<file path="src/logic/spm_consts.svh">
`ifndef SPM_CONSTS_SVH
`define SPM_CONSTS_SVH

// ----------------------------------------
// Register offsets (byte addresses)
// ----------------------------------------
`define SPM_OFS_PORT_CTRL   8'h00
`define SPM_OFS_STATUS      8'h04

// ----------------------------------------
// Field positions and reset values
// ----------------------------------------
`define SPM_PORT_EN_BIT     0
`define SPM_PORT_CTRL_RST   8'h00
`define SPM_ST_SEC_BIT      0
`define SPM_ST_NB_BIT       1
`define SPM_ST_HALT_BIT     2
`define SPM_ST_MODE_BIT     3

// ----------------------------------------
// Reply framing
// ----------------------------------------
`define SPM_START_MARK      8'h3A
`define SPM_ID_COUNT        8'h0A
`define SPM_ID_ADDR_LEN     8'h02
`define SPM_ID_BLOCKS       8'h01
`define SPM_ID_LAST_HI      8'hFF
`define SPM_ID_LAST_LO      8'hFF
`define SPM_ST_COUNT        8'h04
`define SPM_ZERO_BYTE       8'h00
`define SPM_ID_LEN          4'hD
`define SPM_ST_LEN          4'h7
`define SPM_SUM_FIRST_IDX   4'h2

// ----------------------------------------
// Flash geometry
// ----------------------------------------
`define SPM_ROM_FIRST       16'hC000
`define SPM_SECTOR_MSB      15
`define SPM_SECTOR_LSB      12

`endif

</file>
<file path="src/logic/spm_pkg.sv">
package spm_pkg;

    typedef enum logic [2:0] {
        CMD_FLASH_WRITE = 3'b000,
        CMD_RAM_LOADER  = 3'b001,
        CMD_SUM_OUT     = 3'b010,
        CMD_PROD_ID     = 3'b011,
        CMD_STATUS_OUT  = 3'b100,
        CMD_ERASE       = 3'b101,
        CMD_SEC_SET     = 3'b110
    } cmd_kind_t;

    typedef enum logic [1:0] {
        DEC_EXEC   = 2'b00,
        DEC_REFUSE = 2'b01,
        DEC_PWFAIL = 2'b10
    } decision_t;

    typedef enum logic [1:0] {
        ST_IDLE = 2'b00,
        ST_SEND = 2'b01,
        ST_ECHO = 2'b10,
        ST_HALT = 2'b11
    } state_t;

    typedef struct packed {
        cmd_kind_t   kind;
        logic [7:0]  code;
        logic [15:0] erase_start_addr;
        logic [15:0] erase_end_addr;
    } cmd_req_t;

    typedef struct packed {
        logic       chip;
        logic [3:0] first_sector;
        logic [3:0] last_sector;
    } erase_req_t;

endpackage

</file>
<file path="src/logic/serial_prog_mode_responder.sv">
// The Wishbone register port and the address map were decided locally.
`timescale 1ns/100ps
`include "spm_consts.svh"

module serial_prog_mode_responder
    import spm_pkg::*;
#(
    parameter int         PORT_W     = 8,
    parameter int         UART_A_IDX = 3,
    parameter int         UART_B_IDX = 2,
    parameter logic [7:0] RSVD_ID    = 8'h5A   // Arbitrary value
) (
    // Clock and reset
    input  wire logic              clk_i,
    input  wire logic              rst_i,
    // Wishbone slave
    input  wire logic              wb_cyc_i,
    input  wire logic              wb_stb_i,
    input  wire logic              wb_we_i,
    input  wire logic [7:0]        wb_adr_i,
    input  wire logic [3:0]        wb_sel_i,
    input  wire logic [31:0]       wb_dat_i,
    output logic      [31:0]       wb_dat_o,
    output logic                   wb_ack_o,
    // Command request from the link parser
    input  wire logic              cmd_valid_i,
    input  wire cmd_req_t          cmd_i,
    input  wire logic              pw_match_i,
    output logic                   cmd_ready_o,
    // Flash state
    input  wire logic              security_i,
    input  wire logic              nonblank_i,
    // Reply byte stream
    output logic                   tx_valid_o,
    output logic      [7:0]        tx_data_o,
    input  wire logic              tx_ready_i,
    // Command execution
    output logic                   exec_o,
    output cmd_kind_t              exec_kind_o,
    output logic                   erase_o,
    output erase_req_t             erase_req_o,
    output logic                   halted_o,
    // Ports
    input  wire logic              serial_mode_i,
    input  wire logic [PORT_W-1:0] port_pin_i,
    output logic      [PORT_W-1:0] port_in_o,
    output logic                   periph_in_valid_o
);

    if (PORT_W < 2 || UART_A_IDX >= PORT_W || UART_B_IDX >= PORT_W ||
        UART_A_IDX == UART_B_IDX) begin : g_bad_params
        $error("serial_prog_mode_responder: bad port parameters");
    end

    // ----------------------------------------
    // Reply byte tables
    // ----------------------------------------
    localparam logic [15:0] ROM_FIRST = `SPM_ROM_FIRST;

    function automatic logic [7:0] id_sum();
        logic [7:0] s;
        s = `SPM_ID_ADDR_LEN + RSVD_ID + `SPM_ID_BLOCKS
            + ROM_FIRST[15:8] + ROM_FIRST[7:0]
            + `SPM_ID_LAST_HI + `SPM_ID_LAST_LO;
        return 8'h00 - s;
    endfunction

    function automatic logic [7:0] id_byte(input logic [3:0] i);
        case (i)
            4'h0:    return `SPM_START_MARK;
            4'h1:    return `SPM_ID_COUNT;
            4'h2:    return `SPM_ID_ADDR_LEN;
            4'h3:    return RSVD_ID;
            4'h7:    return `SPM_ID_BLOCKS;
            4'h8:    return ROM_FIRST[15:8];
            4'h9:    return ROM_FIRST[7:0];
            4'hA:    return `SPM_ID_LAST_HI;
            4'hB:    return `SPM_ID_LAST_LO;
            4'hC:    return id_sum();
            default: return `SPM_ZERO_BYTE;
        endcase
    endfunction

    function automatic logic [7:0] st_byte(input logic [3:0] i,
                                           input logic [7:0] code);
        case (i)
            4'h0:    return `SPM_START_MARK;
            4'h1:    return `SPM_ST_COUNT;
            4'h2:    return code;
            4'h6:    return 8'h00 - code;
            default: return `SPM_ZERO_BYTE;
        endcase
    endfunction

    // ----------------------------------------
    // Command gating
    // ----------------------------------------
    function automatic decision_t gate(input cmd_kind_t k,
                                       input logic sec,
                                       input logic nb,
                                       input logic pw,
                                       input logic chip);
        logic need_pw;
        logic refuse;
        need_pw = 1'b0;
        refuse  = 1'b0;
        case (k)
            CMD_FLASH_WRITE, CMD_RAM_LOADER: begin
                refuse  = sec;
                need_pw = nb;
            end
            CMD_ERASE: begin
                refuse  = sec && !chip;
                need_pw = nb;
            end
            CMD_SEC_SET: begin
                refuse  = !nb;
                need_pw = 1'b1;
            end
            default: begin
                refuse  = 1'b0;
                need_pw = 1'b0;
            end
        endcase
        if (refuse)
            return DEC_REFUSE;
        else if (need_pw && !pw)
            return DEC_PWFAIL;
        else
            return DEC_EXEC;
    endfunction

    logic       accept;
    logic       is_chip;
    logic       out_of_flash;
    decision_t  dec;
    logic [7:0] status_code;

    assign accept  = cmd_valid_i && cmd_ready_o;
    // Start above end means chip erase
    assign is_chip = cmd_i.erase_start_addr > cmd_i.erase_end_addr;
    // Flash ends at the top of the space, only the low end can miss
    assign out_of_flash = cmd_i.erase_start_addr < ROM_FIRST;
    assign dec = gate(cmd_i.kind, security_i, nonblank_i, pw_match_i,
                      is_chip);
    assign status_code = {6'h00, nonblank_i, security_i};

    // ----------------------------------------
    // Sequencer
    // ----------------------------------------
    state_t     state_q;
    state_t     state_d;
    logic [3:0] idx_q;
    cmd_kind_t  kind_q;
    logic [7:0] code_q;
    logic       tx_done;
    logic [3:0] last_idx;

    assign tx_done  = tx_valid_o && tx_ready_i;
    assign last_idx = (kind_q == CMD_PROD_ID) ? `SPM_ID_LEN - 4'h1
                                              : `SPM_ST_LEN - 4'h1;

    always_comb begin
        state_d = state_q;
        case (state_q)
            ST_IDLE: begin
                if (accept) begin
                    if (dec == DEC_REFUSE)
                        state_d = ST_ECHO;
                    else if (dec == DEC_PWFAIL)
                        state_d = ST_HALT;
                    else if (cmd_i.kind == CMD_ERASE && !is_chip &&
                             out_of_flash)
                        state_d = ST_HALT;
                    else if (cmd_i.kind == CMD_PROD_ID ||
                             cmd_i.kind == CMD_STATUS_OUT)
                        state_d = ST_SEND;
                end
            end
            ST_SEND: begin
                if (tx_done && idx_q == last_idx)
                    state_d = ST_IDLE;
            end
            ST_ECHO: begin
                if (tx_done)
                    state_d = ST_HALT;
            end
            ST_HALT:  state_d = ST_HALT;
            default:  state_d = ST_HALT;
        endcase
    end

    always_ff @(posedge clk_i) begin
        if (rst_i) begin
            state_q     <= ST_IDLE;
            cmd_ready_o <= 1'b0;
            halted_o    <= 1'b0;
        end else begin
            state_q     <= state_d;
            cmd_ready_o <= state_d == ST_IDLE;
            halted_o    <= state_d == ST_HALT;
        end
    end

    always_ff @(posedge clk_i) begin
        if (rst_i) begin
            kind_q <= CMD_FLASH_WRITE;
            code_q <= 8'h00;
        end else if (accept) begin
            kind_q <= cmd_i.kind;
            code_q <= cmd_i.code;
        end
    end

    // Status code is frozen at acceptance so the checksum matches
    logic [7:0] st_code_q;
    always_ff @(posedge clk_i) begin
        if (rst_i)
            st_code_q <= 8'h00;
        else if (accept)
            st_code_q <= status_code;
    end

    // ----------------------------------------
    // Reply byte stream
    // ----------------------------------------
    always_ff @(posedge clk_i) begin
        if (rst_i) begin
            tx_valid_o <= 1'b0;
            tx_data_o  <= 8'h00;
            idx_q      <= 4'h0;
        end else if (state_q == ST_IDLE && state_d == ST_ECHO) begin
            tx_valid_o <= 1'b1;
            tx_data_o  <= cmd_i.code;
        end else if (state_q == ST_IDLE && state_d == ST_SEND) begin
            tx_valid_o <= 1'b1;
            idx_q      <= 4'h0;
            tx_data_o  <= `SPM_START_MARK;
        end else if (state_q == ST_SEND && tx_done) begin
            if (idx_q == last_idx) begin
                tx_valid_o <= 1'b0;
            end else begin
                idx_q     <= idx_q + 4'h1;
                tx_data_o <= (kind_q == CMD_PROD_ID)
                           ? id_byte(idx_q + 4'h1)
                           : st_byte(idx_q + 4'h1, st_code_q);
            end
        end else if (state_q == ST_ECHO && tx_done) begin
            tx_valid_o <= 1'b0;
        end
    end

    // ----------------------------------------
    // Execution strobes
    // ----------------------------------------
    logic go;
    assign go = accept && state_d == ST_IDLE && dec == DEC_EXEC;

    always_ff @(posedge clk_i) begin
        if (rst_i) begin
            exec_o      <= 1'b0;
            exec_kind_o <= CMD_FLASH_WRITE;
            erase_o     <= 1'b0;
            erase_req_o <= '0;
        end else begin
            exec_o  <= go;
            erase_o <= go && cmd_i.kind == CMD_ERASE;
            if (go) begin
                exec_kind_o <= cmd_i.kind;
            end
            if (go && cmd_i.kind == CMD_ERASE) begin
                erase_req_o.chip <= is_chip;
                erase_req_o.first_sector <=
                    cmd_i.erase_start_addr[`SPM_SECTOR_MSB:`SPM_SECTOR_LSB];
                erase_req_o.last_sector <=
                    cmd_i.erase_end_addr[`SPM_SECTOR_MSB:`SPM_SECTOR_LSB];
            end
        end
    end

    // ----------------------------------------
    // Port input gating
    // ----------------------------------------
    logic [PORT_W-1:0] pin_meta_q;
    logic [PORT_W-1:0] pin_sync_q;
    logic              mode_meta_q;
    logic              mode_q;
    logic [7:0]        port_ctrl_q;
    logic [PORT_W-1:0] link_mask;

    always_comb begin
        link_mask = '0;
        link_mask[UART_A_IDX] = 1'b1;
        link_mask[UART_B_IDX] = 1'b1;
    end

    always_ff @(posedge clk_i) begin
        if (rst_i) begin
            pin_meta_q  <= '0;
            pin_sync_q  <= '0;
            mode_meta_q <= 1'b0;
            mode_q      <= 1'b0;
        end else begin
            pin_meta_q  <= port_pin_i;
            pin_sync_q  <= pin_meta_q;
            mode_meta_q <= serial_mode_i;
            mode_q      <= mode_meta_q;
        end
    end

    logic ports_open;
    assign ports_open = !mode_q || port_ctrl_q[`SPM_PORT_EN_BIT];

    // Fixed low keeps floating unused pins from drawing overlap current
    always_ff @(posedge clk_i) begin
        if (rst_i) begin
            port_in_o         <= '0;
            periph_in_valid_o <= 1'b0;
        end else begin
            port_in_o <= ports_open ? pin_sync_q
                                    : (pin_sync_q & link_mask);
            periph_in_valid_o <= ports_open;
        end
    end

    // ----------------------------------------
    // Wishbone register file
    // ----------------------------------------
    logic wb_req;
    assign wb_req = wb_cyc_i && wb_stb_i && !wb_ack_o;

    always_ff @(posedge clk_i) begin
        if (rst_i)
            port_ctrl_q <= `SPM_PORT_CTRL_RST;
        else if (wb_req && wb_we_i && wb_sel_i[0] && mode_q &&
                 wb_adr_i == `SPM_OFS_PORT_CTRL)
            port_ctrl_q <= wb_dat_i[7:0];
    end

    always_ff @(posedge clk_i) begin
        if (rst_i) begin
            wb_ack_o <= 1'b0;
            wb_dat_o <= 32'h0000_0000;
        end else begin
            wb_ack_o <= wb_req;
            wb_dat_o <= 32'h0000_0000;
            if (wb_req && !wb_we_i) begin
                case (wb_adr_i)
                    `SPM_OFS_PORT_CTRL:
                        wb_dat_o[7:0] <= mode_q ? port_ctrl_q
                            : {7'h00, port_ctrl_q[0]};
                    `SPM_OFS_STATUS: begin
                        wb_dat_o[`SPM_ST_SEC_BIT]  <= security_i;
                        wb_dat_o[`SPM_ST_NB_BIT]   <= nonblank_i;
                        wb_dat_o[`SPM_ST_HALT_BIT] <= halted_o;
                        wb_dat_o[`SPM_ST_MODE_BIT] <= mode_q;
                    end
                    default: wb_dat_o <= 32'h0000_0000;
                endcase
            end
        end
    end

    // ----------------------------------------
    // Checks
    // ----------------------------------------
    logic [7:0] sum_q;
    logic [3:0] cnt_q;
    always_ff @(posedge clk_i) begin
        if (rst_i || state_q != ST_SEND) begin
            sum_q <= 8'h00;
            cnt_q <= 4'h0;
        end else if (tx_done) begin
            cnt_q <= cnt_q + 4'h1;
            if (cnt_q >= `SPM_SUM_FIRST_IDX)
                sum_q <= sum_q + tx_data_o;
        end
    end

    property p_id_len;
        @(posedge clk_i) disable iff (rst_i)
        (state_q == ST_SEND && kind_q == CMD_PROD_ID && tx_done &&
         state_d == ST_IDLE) |-> cnt_q == 4'hC;
    endproperty
    a_id_len: assert property (p_id_len)
        else $error("id reply length");

    property p_st_len;
        @(posedge clk_i) disable iff (rst_i)
        (state_q == ST_SEND && kind_q == CMD_STATUS_OUT && tx_done &&
         state_d == ST_IDLE) |-> cnt_q == 4'h6;
    endproperty
    a_st_len: assert property (p_st_len)
        else $error("status length");

    property p_head;
        @(posedge clk_i) disable iff (rst_i)
        (state_q == ST_SEND && tx_valid_o && idx_q < 4'h2) |->
        tx_data_o == (idx_q == 4'h0 ? `SPM_START_MARK
                      : kind_q == CMD_PROD_ID ? `SPM_ID_COUNT
                      : `SPM_ST_COUNT);
    endproperty
    a_head: assert property (p_head)
        else $error("reply header");

    property p_sum;
        @(posedge clk_i) disable iff (rst_i)
        (state_q == ST_SEND && tx_done && state_d == ST_IDLE) |->
        8'(sum_q + tx_data_o) == 8'h00;
    endproperty
    a_sum: assert property (p_sum)
        else $error("reply checksum");

    property p_echo;
        @(posedge clk_i) disable iff (rst_i)
        (accept && dec == DEC_REFUSE) |=>
        tx_valid_o && tx_data_o == $past(cmd_i.code) && state_q == ST_ECHO;
    endproperty
    a_echo: assert property (p_echo)
        else $error("refused not echoed");

    property p_halt;
        @(posedge clk_i) disable iff (rst_i)
        halted_o |=> halted_o && !tx_valid_o && !cmd_ready_o [*2];
    endproperty
    a_halt: assert property (p_halt)
        else $error("halt not held");

    property p_sector_sec;
        @(posedge clk_i) disable iff (rst_i)
        (accept && cmd_i.kind == CMD_ERASE && security_i && !is_chip)
        |=> !erase_o;
    endproperty
    a_sector_sec: assert property (p_sector_sec)
        else $error("sector erase while secured");

    property p_chip;
        @(posedge clk_i) disable iff (rst_i)
        (go && cmd_i.kind == CMD_ERASE &&
         cmd_i.erase_start_addr > cmd_i.erase_end_addr)
        |=> erase_o && erase_req_o.chip;
    endproperty
    a_chip: assert property (p_chip)
        else $error("chip erase missed");

    property p_gate;
        @(posedge clk_i) disable iff (rst_i)
        ($past(mode_q) && !$past(port_ctrl_q[0]))
        |-> (port_in_o & ~link_mask) == '0 && !periph_in_valid_o;
    endproperty
    a_gate: assert property (p_gate)
        else $error("ports not fixed");

    property p_pwfail;
        @(posedge clk_i) disable iff (rst_i)
        (accept && dec == DEC_PWFAIL) |=> halted_o && !tx_valid_o;
    endproperty
    a_pwfail: assert property (p_pwfail)
        else $error("password gate");

endmodule

</file>
<file path="config.mk">
export PLATFORM = sky130hd
export DESIGN_NAME = serial_prog_mode_responder
export DESIGN_NICKNAME = d
export VERILOG_FILES = /design/src/logic/spm_pkg.sv /design/src/logic/serial_prog_mode_responder.sv
export VERILOG_INCLUDE_DIRS = /design/src /design/src/logic
export SDC_FILE = /design/constraint.sdc
export NUM_CORES = 1
export LEC_CHECK = 0
export BUFFER_PORTS_ARGS = -buffer_cell sky130_fd_sc_hd__buf_2
export CAP_MARGIN = 20
export CORE_MARGIN = 2
export CORE_UTILIZATION = 51
export DETAILED_ROUTE_END_ITERATION = 8
export PLACE_DENSITY_LB_ADDON = 0.05
export SYNTH_ARGS = -nofsm -noshare
export SYNTH_HDL_FRONTEND = slang
export SYNTH_SLANG_ARGS = --single-unit
export TNS_END_PERCENT = 1
</file>
<file path="constraint.sdc">
create_clock -name clk_i -period 6.78 [get_ports clk_i]
set_clock_uncertainty 0.1 [all_clocks]
set_input_delay 2.034 -clock clk_i [delete_from_list [all_inputs] [get_ports clk_i]]
set_output_delay 2.034 -clock clk_i [all_outputs]
set_load 0.01 [all_outputs]
</file>
# Word-level counts from Yosys, hierarchy flattened
# Memories as Yosys holds them, arrays and structs flattened.
# Index checks and enable logic that the tools add are counted.
# op_classes
add_sub_neg	2
mul	0
div_mod_pow	0
magnitude_cmp	2
eq_ne	22
n_shift	0
n_mux	29
bitwise	5
reduce_logical	46
# ops
operator	n
$mux W8	6
$pmux W8 S4	1
$logic_and A1 B1 Y1	21
$mux W2	9
$gt A16 B16 Y1	1
$lt A16 B16 Y1 const B	1
$mux W4	4
$eq A2 B2 Y1 const B	5
$eq A3 B3 Y1 const B	3
$eq A8 B3 Y1 const B	1
$logic_not A8 Y1	1
$pmux W2 S4	1
$pmux W4 S2	1
$eq A2 B1 Y1 const B	3
$eq A3 B2 Y1 const B	2
$logic_not A1 Y1	6
$logic_not A2 Y1	3
$reduce_or A2 Y1	3
$mux W1	5
$not A1 Y1	5
$add A4 B1 Y4 const B	1
$eq A4 B1 Y1 const B	1
$eq A4 B2 Y1 const B	1
$eq A4 B3 Y1 const B	1
other kinds (18)	20
# word_totals
ff_bits	104
latch_bits	0
ram_bits	0
romBits	128
input_bits	106
out_inout_bits	67
elab_cells	133
memories	1
# mem_list
name	words	word_bits	read_ports	rd_clocked_by_memory_dff	write_ports	line	source
(no name shown)	16	8	1	0	0	serial_prog_mode_responder.sv:69	case (i)

# Longest topological paths before layout
# Gate-level depths: netlist (run 1).
# logic_depth
depth_word	15
depth_mapped	11
mapped_depth_nobuf	9

# Least setup slack after synthesis (run 1)
# Ideal clock, no wire load.
# synth_path
path_kind	input port to flip-flop
startpoint	input port cmd_i[15] (netlist name)
endpoint	register erase_o
setup_time_ns	0.073
t_arrival_ns	4.334
required_time_ns	6.607
slack_ns	2.273
stages	10
n_path_buf	1
path_cell_list	inv_1 ha_1 nand4_2 or4_1 a21oi_1 and3b_1 buf_6 o211a_2 nor4_4 nor3b_2
# synth_via
elab_chain_len	14
elab_cells_between_ends	19
classes_between	1 x order compare; 2 x eq/ne; 7 x mux; 9 x reduce/logical
# synth_lines
item	line	source
from (decl)	serial_prog_mode_responder.sv:27	input wire cmd_req_t cmd_i,
$gt A16 B16 Y1 *	serial_prog_mode_responder.sv:141	assign is_chip = cmd_i.erase_start_addr > cmd_i.erase_end_addr;
$logic_not A1 Y1 *	serial_prog_mode_responder.sv:113, serial_prog_mode_responder.sv:172	
$logic_and A1 B1 Y1	serial_prog_mode_responder.sv:113	refuse = sec && !chip;
$pmux W1 S3	serial_prog_mode_responder.sv:107	case (k)
$mux W2	serial_prog_mode_responder.sv:125	if (refuse)
$eq A2 B2 Y1	serial_prog_mode_responder.sv:170	else if (dec == DEC_PWFAIL)
$mux W2	serial_prog_mode_responder.sv:170	
$mux W2	serial_prog_mode_responder.sv:168	if (dec == DEC_REFUSE)
$mux W2	serial_prog_mode_responder.sv:167	if (accept) begin
$pmux W2 S4	serial_prog_mode_responder.sv:165	case (state_q)
$logic_not A2 Y1	serial_prog_mode_responder.sv:257	assign go = accept && state_d == ST_IDLE && dec == DEC_EXEC;
$logic_and A1 B1 Y1	serial_prog_mode_responder.sv:257	
$logic_and A1 B1 Y1 *	serial_prog_mode_responder.sv:257	
$logic_and A1 B1 Y1 *	serial_prog_mode_responder.sv:267	erase_o <= go && cmd_i.kind == CMD_ERASE;
to (signal assigned)	serial_prog_mode_responder.sv:263	erase_o <= 1'b0;
to (signal assigned)	serial_prog_mode_responder.sv:267	
to (decl)	serial_prog_mode_responder.sv:40	output logic erase_o,
# Mark *: on every way between the ends. The rest lies on a longest branch, timed or not.
# A chain may end at the register's enable or synchronous reset.

# Final worst setup path (run 1)
# Ends and elaborated chain as after synthesis.

==> results.toml, run 1 <==
[sta]
clock.fmax_ghz = 0.221
hold_viol = 0
fin_crit_ps = 4520
worstMarginPinSlew_ps = 683
slew_violations = 0
slew_headroom = 0.545
rsz0062_at_grt = "no"
post-route-period-util = 0.666
finalSetupViolCount = 0
finalSetupTns_ps = 0

[clock_tree]
clock_latency_ps = 360
path_clk_slew_ps = 90
cts_resized = 0
root_buffer = "clkbuf_8"
post_cts_buffers = 0
cts_max_path_buffers = 2
htreeDepth = 3
cts_tree = "yes"
cts_buffers = 9
ctsHoldBuffers = 0
cts.sinks = 80

[yosys]
yosysUniqueCellTypes = 51
synth_edf_count = 0
syn-mean-instance-area_um2 = 8.64
seq_area_frac_synth = 0.408
synthCells = 454
async_flop_share = 0
ys.flop_type = "dfxtp_1"
yosys_warnings = 0
synth_area_mm2 = 0.00392
ys_ff_latch = 80

[die]
die-height_um = 91.7
row_count = 31
fp.dieW_um = 91.7
core_mm2 = 0.00733
die-area_mm2 = 0.00841
start_util = 0.535
ios = 173

[pwr]
p_leak_nw = 2.21
comb_power_share = 0.119
swShare = 0.265
p_clk_frac = 0.379
vdd_drop_max_mv = 0.141
power_frac_seq = 0.502
p_switching_w = 0.000260
pwr_density_cell_mw_per_mm2 = 207
p_int_w = 0.000719

[final_layout]
final_common_cell = "buf_2"
drive_gt1_frac = 0.256
layout.nets = 700
antenna_cells = 0
regArea_mm2 = 0.00160
nFillCells = 636
multi_input_comb_area_mm2 = 0.00207
area_growth_pct = 20.4
fin_util = 0.644
layout_common_cells = "121 x buf_2, 80 x dfxtp_1, 40 x nor2_1, 40 x a21oi_1, 30 x nand2_1"

[route]
drtIter0Drc = 199
num_vias = 3468
first_pass_iters = 5
vias_per_cell = 5.13
routedWlPerCell_um = 12.7
drcViolationCount = 0
ant_nets = 0
wl_mm = 8.56

[worst_setup_path]
crit_path_top_delay_cell = "or4_1"
critPathCaptureType = "flop"
cp-startpoint = "cmd_i[15]"
rrSetupSlack_ps = 4040
path_cells = "buf_2 > inv_1 > ha_1 > nand4_2 > or4_1 > a21oi_1 > and3b_1 > o211a_2 > nor4_4 > nor3b_2"
slowest_delay_ps = 550
reg2reg_depth = 7
timing.rr.start = "kind_q[2]"
required_ps = 6960
r2r_end = "erase_req_o[4]"
start_kind = "input pin"
crit_arrival_ps = 4700
critPathKind = "in2reg"
cp_max_fo = 10

[global_route]
grt_remaining_overflow = 0
grt.total_usage = 0.205
antenna_found_initial = 0
grt_pass1_wl_mm = 14.0
grt_pass1_vias = 3138
grt_max_degree = 72

[outcome]
outcome = "complete, no violations"

[placed_design]
dp_hpwl_mm = 6.39
gp_congestion = 0.864
port_buffers = 121

[worst_hold_path]
hp-start = "pin_sync_q[0]"
hold_path.class = "reg2reg"
hold_end = "port_in_o[0]"
holdPathStages = 1

[flow_run]
cap_violations = 0
[synth_stat cells (18+ instances only)]
library cell  instances  area [um^2]
inv_1                24         90.1
nor2b_1              27          169
nand2_1              30          113
o21ai_0              23          115
nor2_1               40          150
ha_1                 22          275
nand3_1              18         90.1
buf_4                24          180
dfxtp_1              80         1600
mux2i_1              19          190
a21oi_1              40          200
[critical path, delay by kind of cell]
kind / cells / cell delay [ps]
AO/OA/AOI/OAI: 2 / 490
adder cells (fa/ha/maj): 1 / 320
buffers and inverters: 2 / 130
AND/OR/NAND/NOR: 5 / 1710
[metal layers]
metal,vias to the layer above,part of all wire,global-route usage
met3,14,0.074,0.0501
met2,116,0.47,0.331
met5,-,0,0
met4,0,0.019,0.0884
li1,1762,-,-
met1,1576,0.44,0.260
[state kept, by name (all words and copies together), names as in the netlist]
name and cells:
cmd_ready_o 1, erase_o 1, erase_req_o 9, exec_kind_o 3, exec_o 1, halted_o 1
idx_q 4, kind_q 3, mode_meta_q 1, mode_q 1, periph_in_valid_o 1, pin_meta_q 8
pin_sync_q 8, port_ctrl_q 8, port_in_o 8, st_code_q 2, state_q 2, tx_data_o 8
tx_valid_o 1, wb_ack_o 1, wb_dat_o 8
[through the flow]
step | std cells | hold WS (ps) | cell area [um^2] | power [W] | worst slack [ps]
floorplan | 477 | 306 | 4010 | 0.000584 | 2270
global placement | 660 | 309 | 4510 | 0.000615 | 1930
detailed placement | 660 | 313 | 4510 | 0.000618 | 1900
CTS | 676 | 329 | 4720 | 0.000987 | 2250
global route | 676 | 349 | 4720 | 0.00102 | 2070
finish | 676 | 323 | 4720 | 0.000979 | 2260
[logic make-up after synthesis]
kind of cell / count (synthesis) / share of synthesized area
buffers and inverters: 63 / 0.0855
adders and majority gates: 22 / 0.0702
DFF: 80 / 0.408
AOI/OAI and AO/OA: 95 / 0.149
other: 1 / 0.000956
muxes: 19 / 0.0485
xor gates and xnor gates: 2 / 0.00447
and+or+nand+nor: 172 / 0.233
[power by group through the flow]
stage               clock network [W]  registers (W)  logic [W]
floorplan                           0       0.000504  0.0000797
detailed placement                  0       0.000503   0.000116
CTS                          0.000379       0.000492   0.000116
global placement                    0       0.000502   0.000113
finish                       0.000371       0.000491   0.000116
global route                 0.000400       0.000493   0.000130
[layout make-up]
class,count,share of cell area
Inverter,24,0.0191
Tap cell,99,0.0262
Clock buffer,10,0.0292
Sequential cell,80,0.339
Clock inverter,6,0.0159
Multi-Input combinational cell,334,0.439
Timing Repair Buffer,123,0.131
[how the worst max path moves through the flow]
stage	endpoint	cells past startpoint	slack (ps)
2_1_floorplan	erase_o	10	2270
3_3_place_gp	erase_o	10	1930
3_5_place_dp	erase_o	10	1900
4_1_cts	erase_o	10	2250
5_1_grt	exec_kind_o[2]	10	2070
6_report	erase_o	10	2260
(Power assumes the default switching activity.)
==> inputs of run 2 (changes only) <==
--- a/config.mk
+++ b/config.mk
@@ -9,7 +9,7 @@
 export BUFFER_PORTS_ARGS = -buffer_cell sky130_fd_sc_hd__buf_2
 export CAP_MARGIN = 20
 export CORE_MARGIN = 2
-export CORE_UTILIZATION = 51
+export CORE_UTILIZATION = 48
 export DETAILED_ROUTE_END_ITERATION = 8
 export PLACE_DENSITY_LB_ADDON = 0.05
 export SYNTH_ARGS = -nofsm -noshare
==> constraint.sdc (replaced) <==
create_clock -name clk_i -period 4.25 [get_ports clk_i]
set_clock_uncertainty 0.1 [all_clocks]
set_input_delay 1.275 -clock clk_i [delete_from_list [all_inputs] [get_ports clk_i]]
set_output_delay 1.275 -clock clk_i [all_outputs]
set_load 0.01 [all_outputs]
==> results.toml, run 2 (same netlist as run 1, synthesis figures left out) <==
[outcome]
outcome = "complete, no violations"

[global_route]
grt_pass1_vias = 3052
grt_pass1_wl_mm = 13.8
grt_max_degree = 46
grt_remaining_overflow = 0
grt.total_usage = 0.194
antenna_found_initial = 0

[route]
drcViolationCount = 0
num_vias = 3429
vias_per_cell = 5.04
drtIter0Drc = 130
first_pass_iters = 5
ant_nets = 0
routedWlPerCell_um = 12.8
wl_mm = 8.75

[worst_setup_path]
cp-startpoint = "cmd_i[15]"
cp_max_fo = 10
r2r_end = "erase_req_o[2]"
critPathTopFamily = "simple AND/OR/NAND/NOR gates"
required_ps = 4430
reg2reg_depth = 7
path_buf_inv = 2
critPathCaptureType = "flop"
crit_path_top_delay_cell = "or4_1"
slowest_delay_ps = 550
crit_arrival_ps = 3970
start_kind = "input pin"
rrSetupSlack_ps = 1630
critPathKind = "in2reg"
path_cells = "buf_2 > inv_1 > ha_1 > nand4_2 > or4_1 > a21oi_1 > and3b_1 > o211a_2 > nor4_4 > mux2i_1"
timing.rr.start = "kind_q[2]"

[pwr]
pwr_density_cell_mw_per_mm2 = 330
p_total_w = 0.00156
vdd_drop_max_mv = 0.206
p_leak_nw = 2.22

[sta]
hold_viol = 0
finalSetupTns_ps = 0
slew_headroom = 0.492
worstMarginPinSlew_ps = 762
clock.fmax_ghz = 0.264
slew_violations = 0
fin_crit_ps = 3790
finalSetupViolCount = 0
post-route-period-util = 0.892
rsz0062_at_grt = "no"

[worst_hold_path]
holdPathStages = 1
hold_path.class = "reg2reg"
hold_end = "port_in_o[0]"
hp-start = "pin_sync_q[0]"

[clock_tree]
cts_resized = 0
cts_max_path_buffers = 2
cts_tree = "yes"
root_buffer = "clkbuf_8"
htreeDepth = 3
ctsHoldBuffers = 0
clock_latency_ps = 350
cts_buffers = 9
post_cts_buffers = 0
path_clk_slew_ps = 90
cts.sinks = 80

[die]
die-area_mm2 = 0.00891
ios = 173
core_mm2 = 0.00781
start_util = 0.502
fp.dieW_um = 94.4
row_count = 32
die-height_um = 94.4

[final_layout]
largest_reg_flops = 9
largest_register = "erase_req_o"
drive_gt1_frac = 0.259
final_common_cell = "buf_2"
area_growth_pct = 20.8
antenna_cells = 0
layout.nets = 702
layout_common_cells = "121 x buf_2, 80 x dfxtp_1, 40 x nor2_1, 40 x a21oi_1, 30 x nand2_1"

[flow_run]
cap_violations = 0

[placed_design]
dp_hpwl_mm = 6.60
port_buffers = 121
gp_congestion = 0.891
-- run 2: cell count changes in the layout (fill, tap and decap cells not counted), sizes merged --
cell	previous run	this run
clkbuf	10	9
inv	26	28
buf	123	125
clkinv	2	1
-- run 2: metrics by stage --
step / cell area (um^2) / hold slack, ps / setup WS, ps / std cells / utilization
detailed placement: 4530 / 313 / 119 / 665 / 0.580
finish: 4740 / 333 / 459 / 681 / 0.607
floorplan: 4010 / 306 / 502 / 477 / -
global route: 4740 / 349 / 251 / 681 / 0.607
CTS: 4740 / 337 / 488 / 681 / 0.607
global placement: 4530 / 309 / 161 / 665 / 0.580
-- run 2: per-layer routing --
| metal | share of wire | GRT usage |
|---|---|---|
| met1 | 0.46 | 0.260 |
| met2 | 0.47 | 0.313 |
| met3 | 0.061 | 0.0383 |
| met4 | 0.014 | 0.0700 |
| met5 | 0 | 0 |
-- run 2: worst max path at each step --
stage,endpoint,slack [ps],cells past startpoint
3_3_place_gp,erase_o,160,10
5_1_grt,exec_kind_o[2],250,10
2_1_floorplan,erase_o,500,10
4_1_cts,erase_o,490,10
3_5_place_dp,erase_o,120,10
6_report,exec_kind_o[2],460,10
-- run 2: worst reg2reg max path, delay by kind of cell (launching register included) --
kind | cells | cell delay [ps]
AO/OA/AOI/OAI | 5 | 1380
multiplexers | 1 | 390
flip-flops | 1 | 330
AND/OR/NAND/NOR | 1 | 320
-- run 2: cell type report --
class	instances	area, um^2
Clock inverter	7	86.3
Clock buffer	9	124
Tap cell	102	128
Sequential cell	80	1600
Fill cell	704	3070
Timing Repair Buffer	125	636
Inverter	24	90.1
Multi-Input combinational cell	334	2070
-- run 2: power by group --
part,switching (W),internal [W],total (W)
registers,0.0000124,0.000772,0.000784
logic,0.000106,0.0000801,0.000186
clock network,0.000306,0.000285,0.000590
total,0.000424,0.00114,0.00156
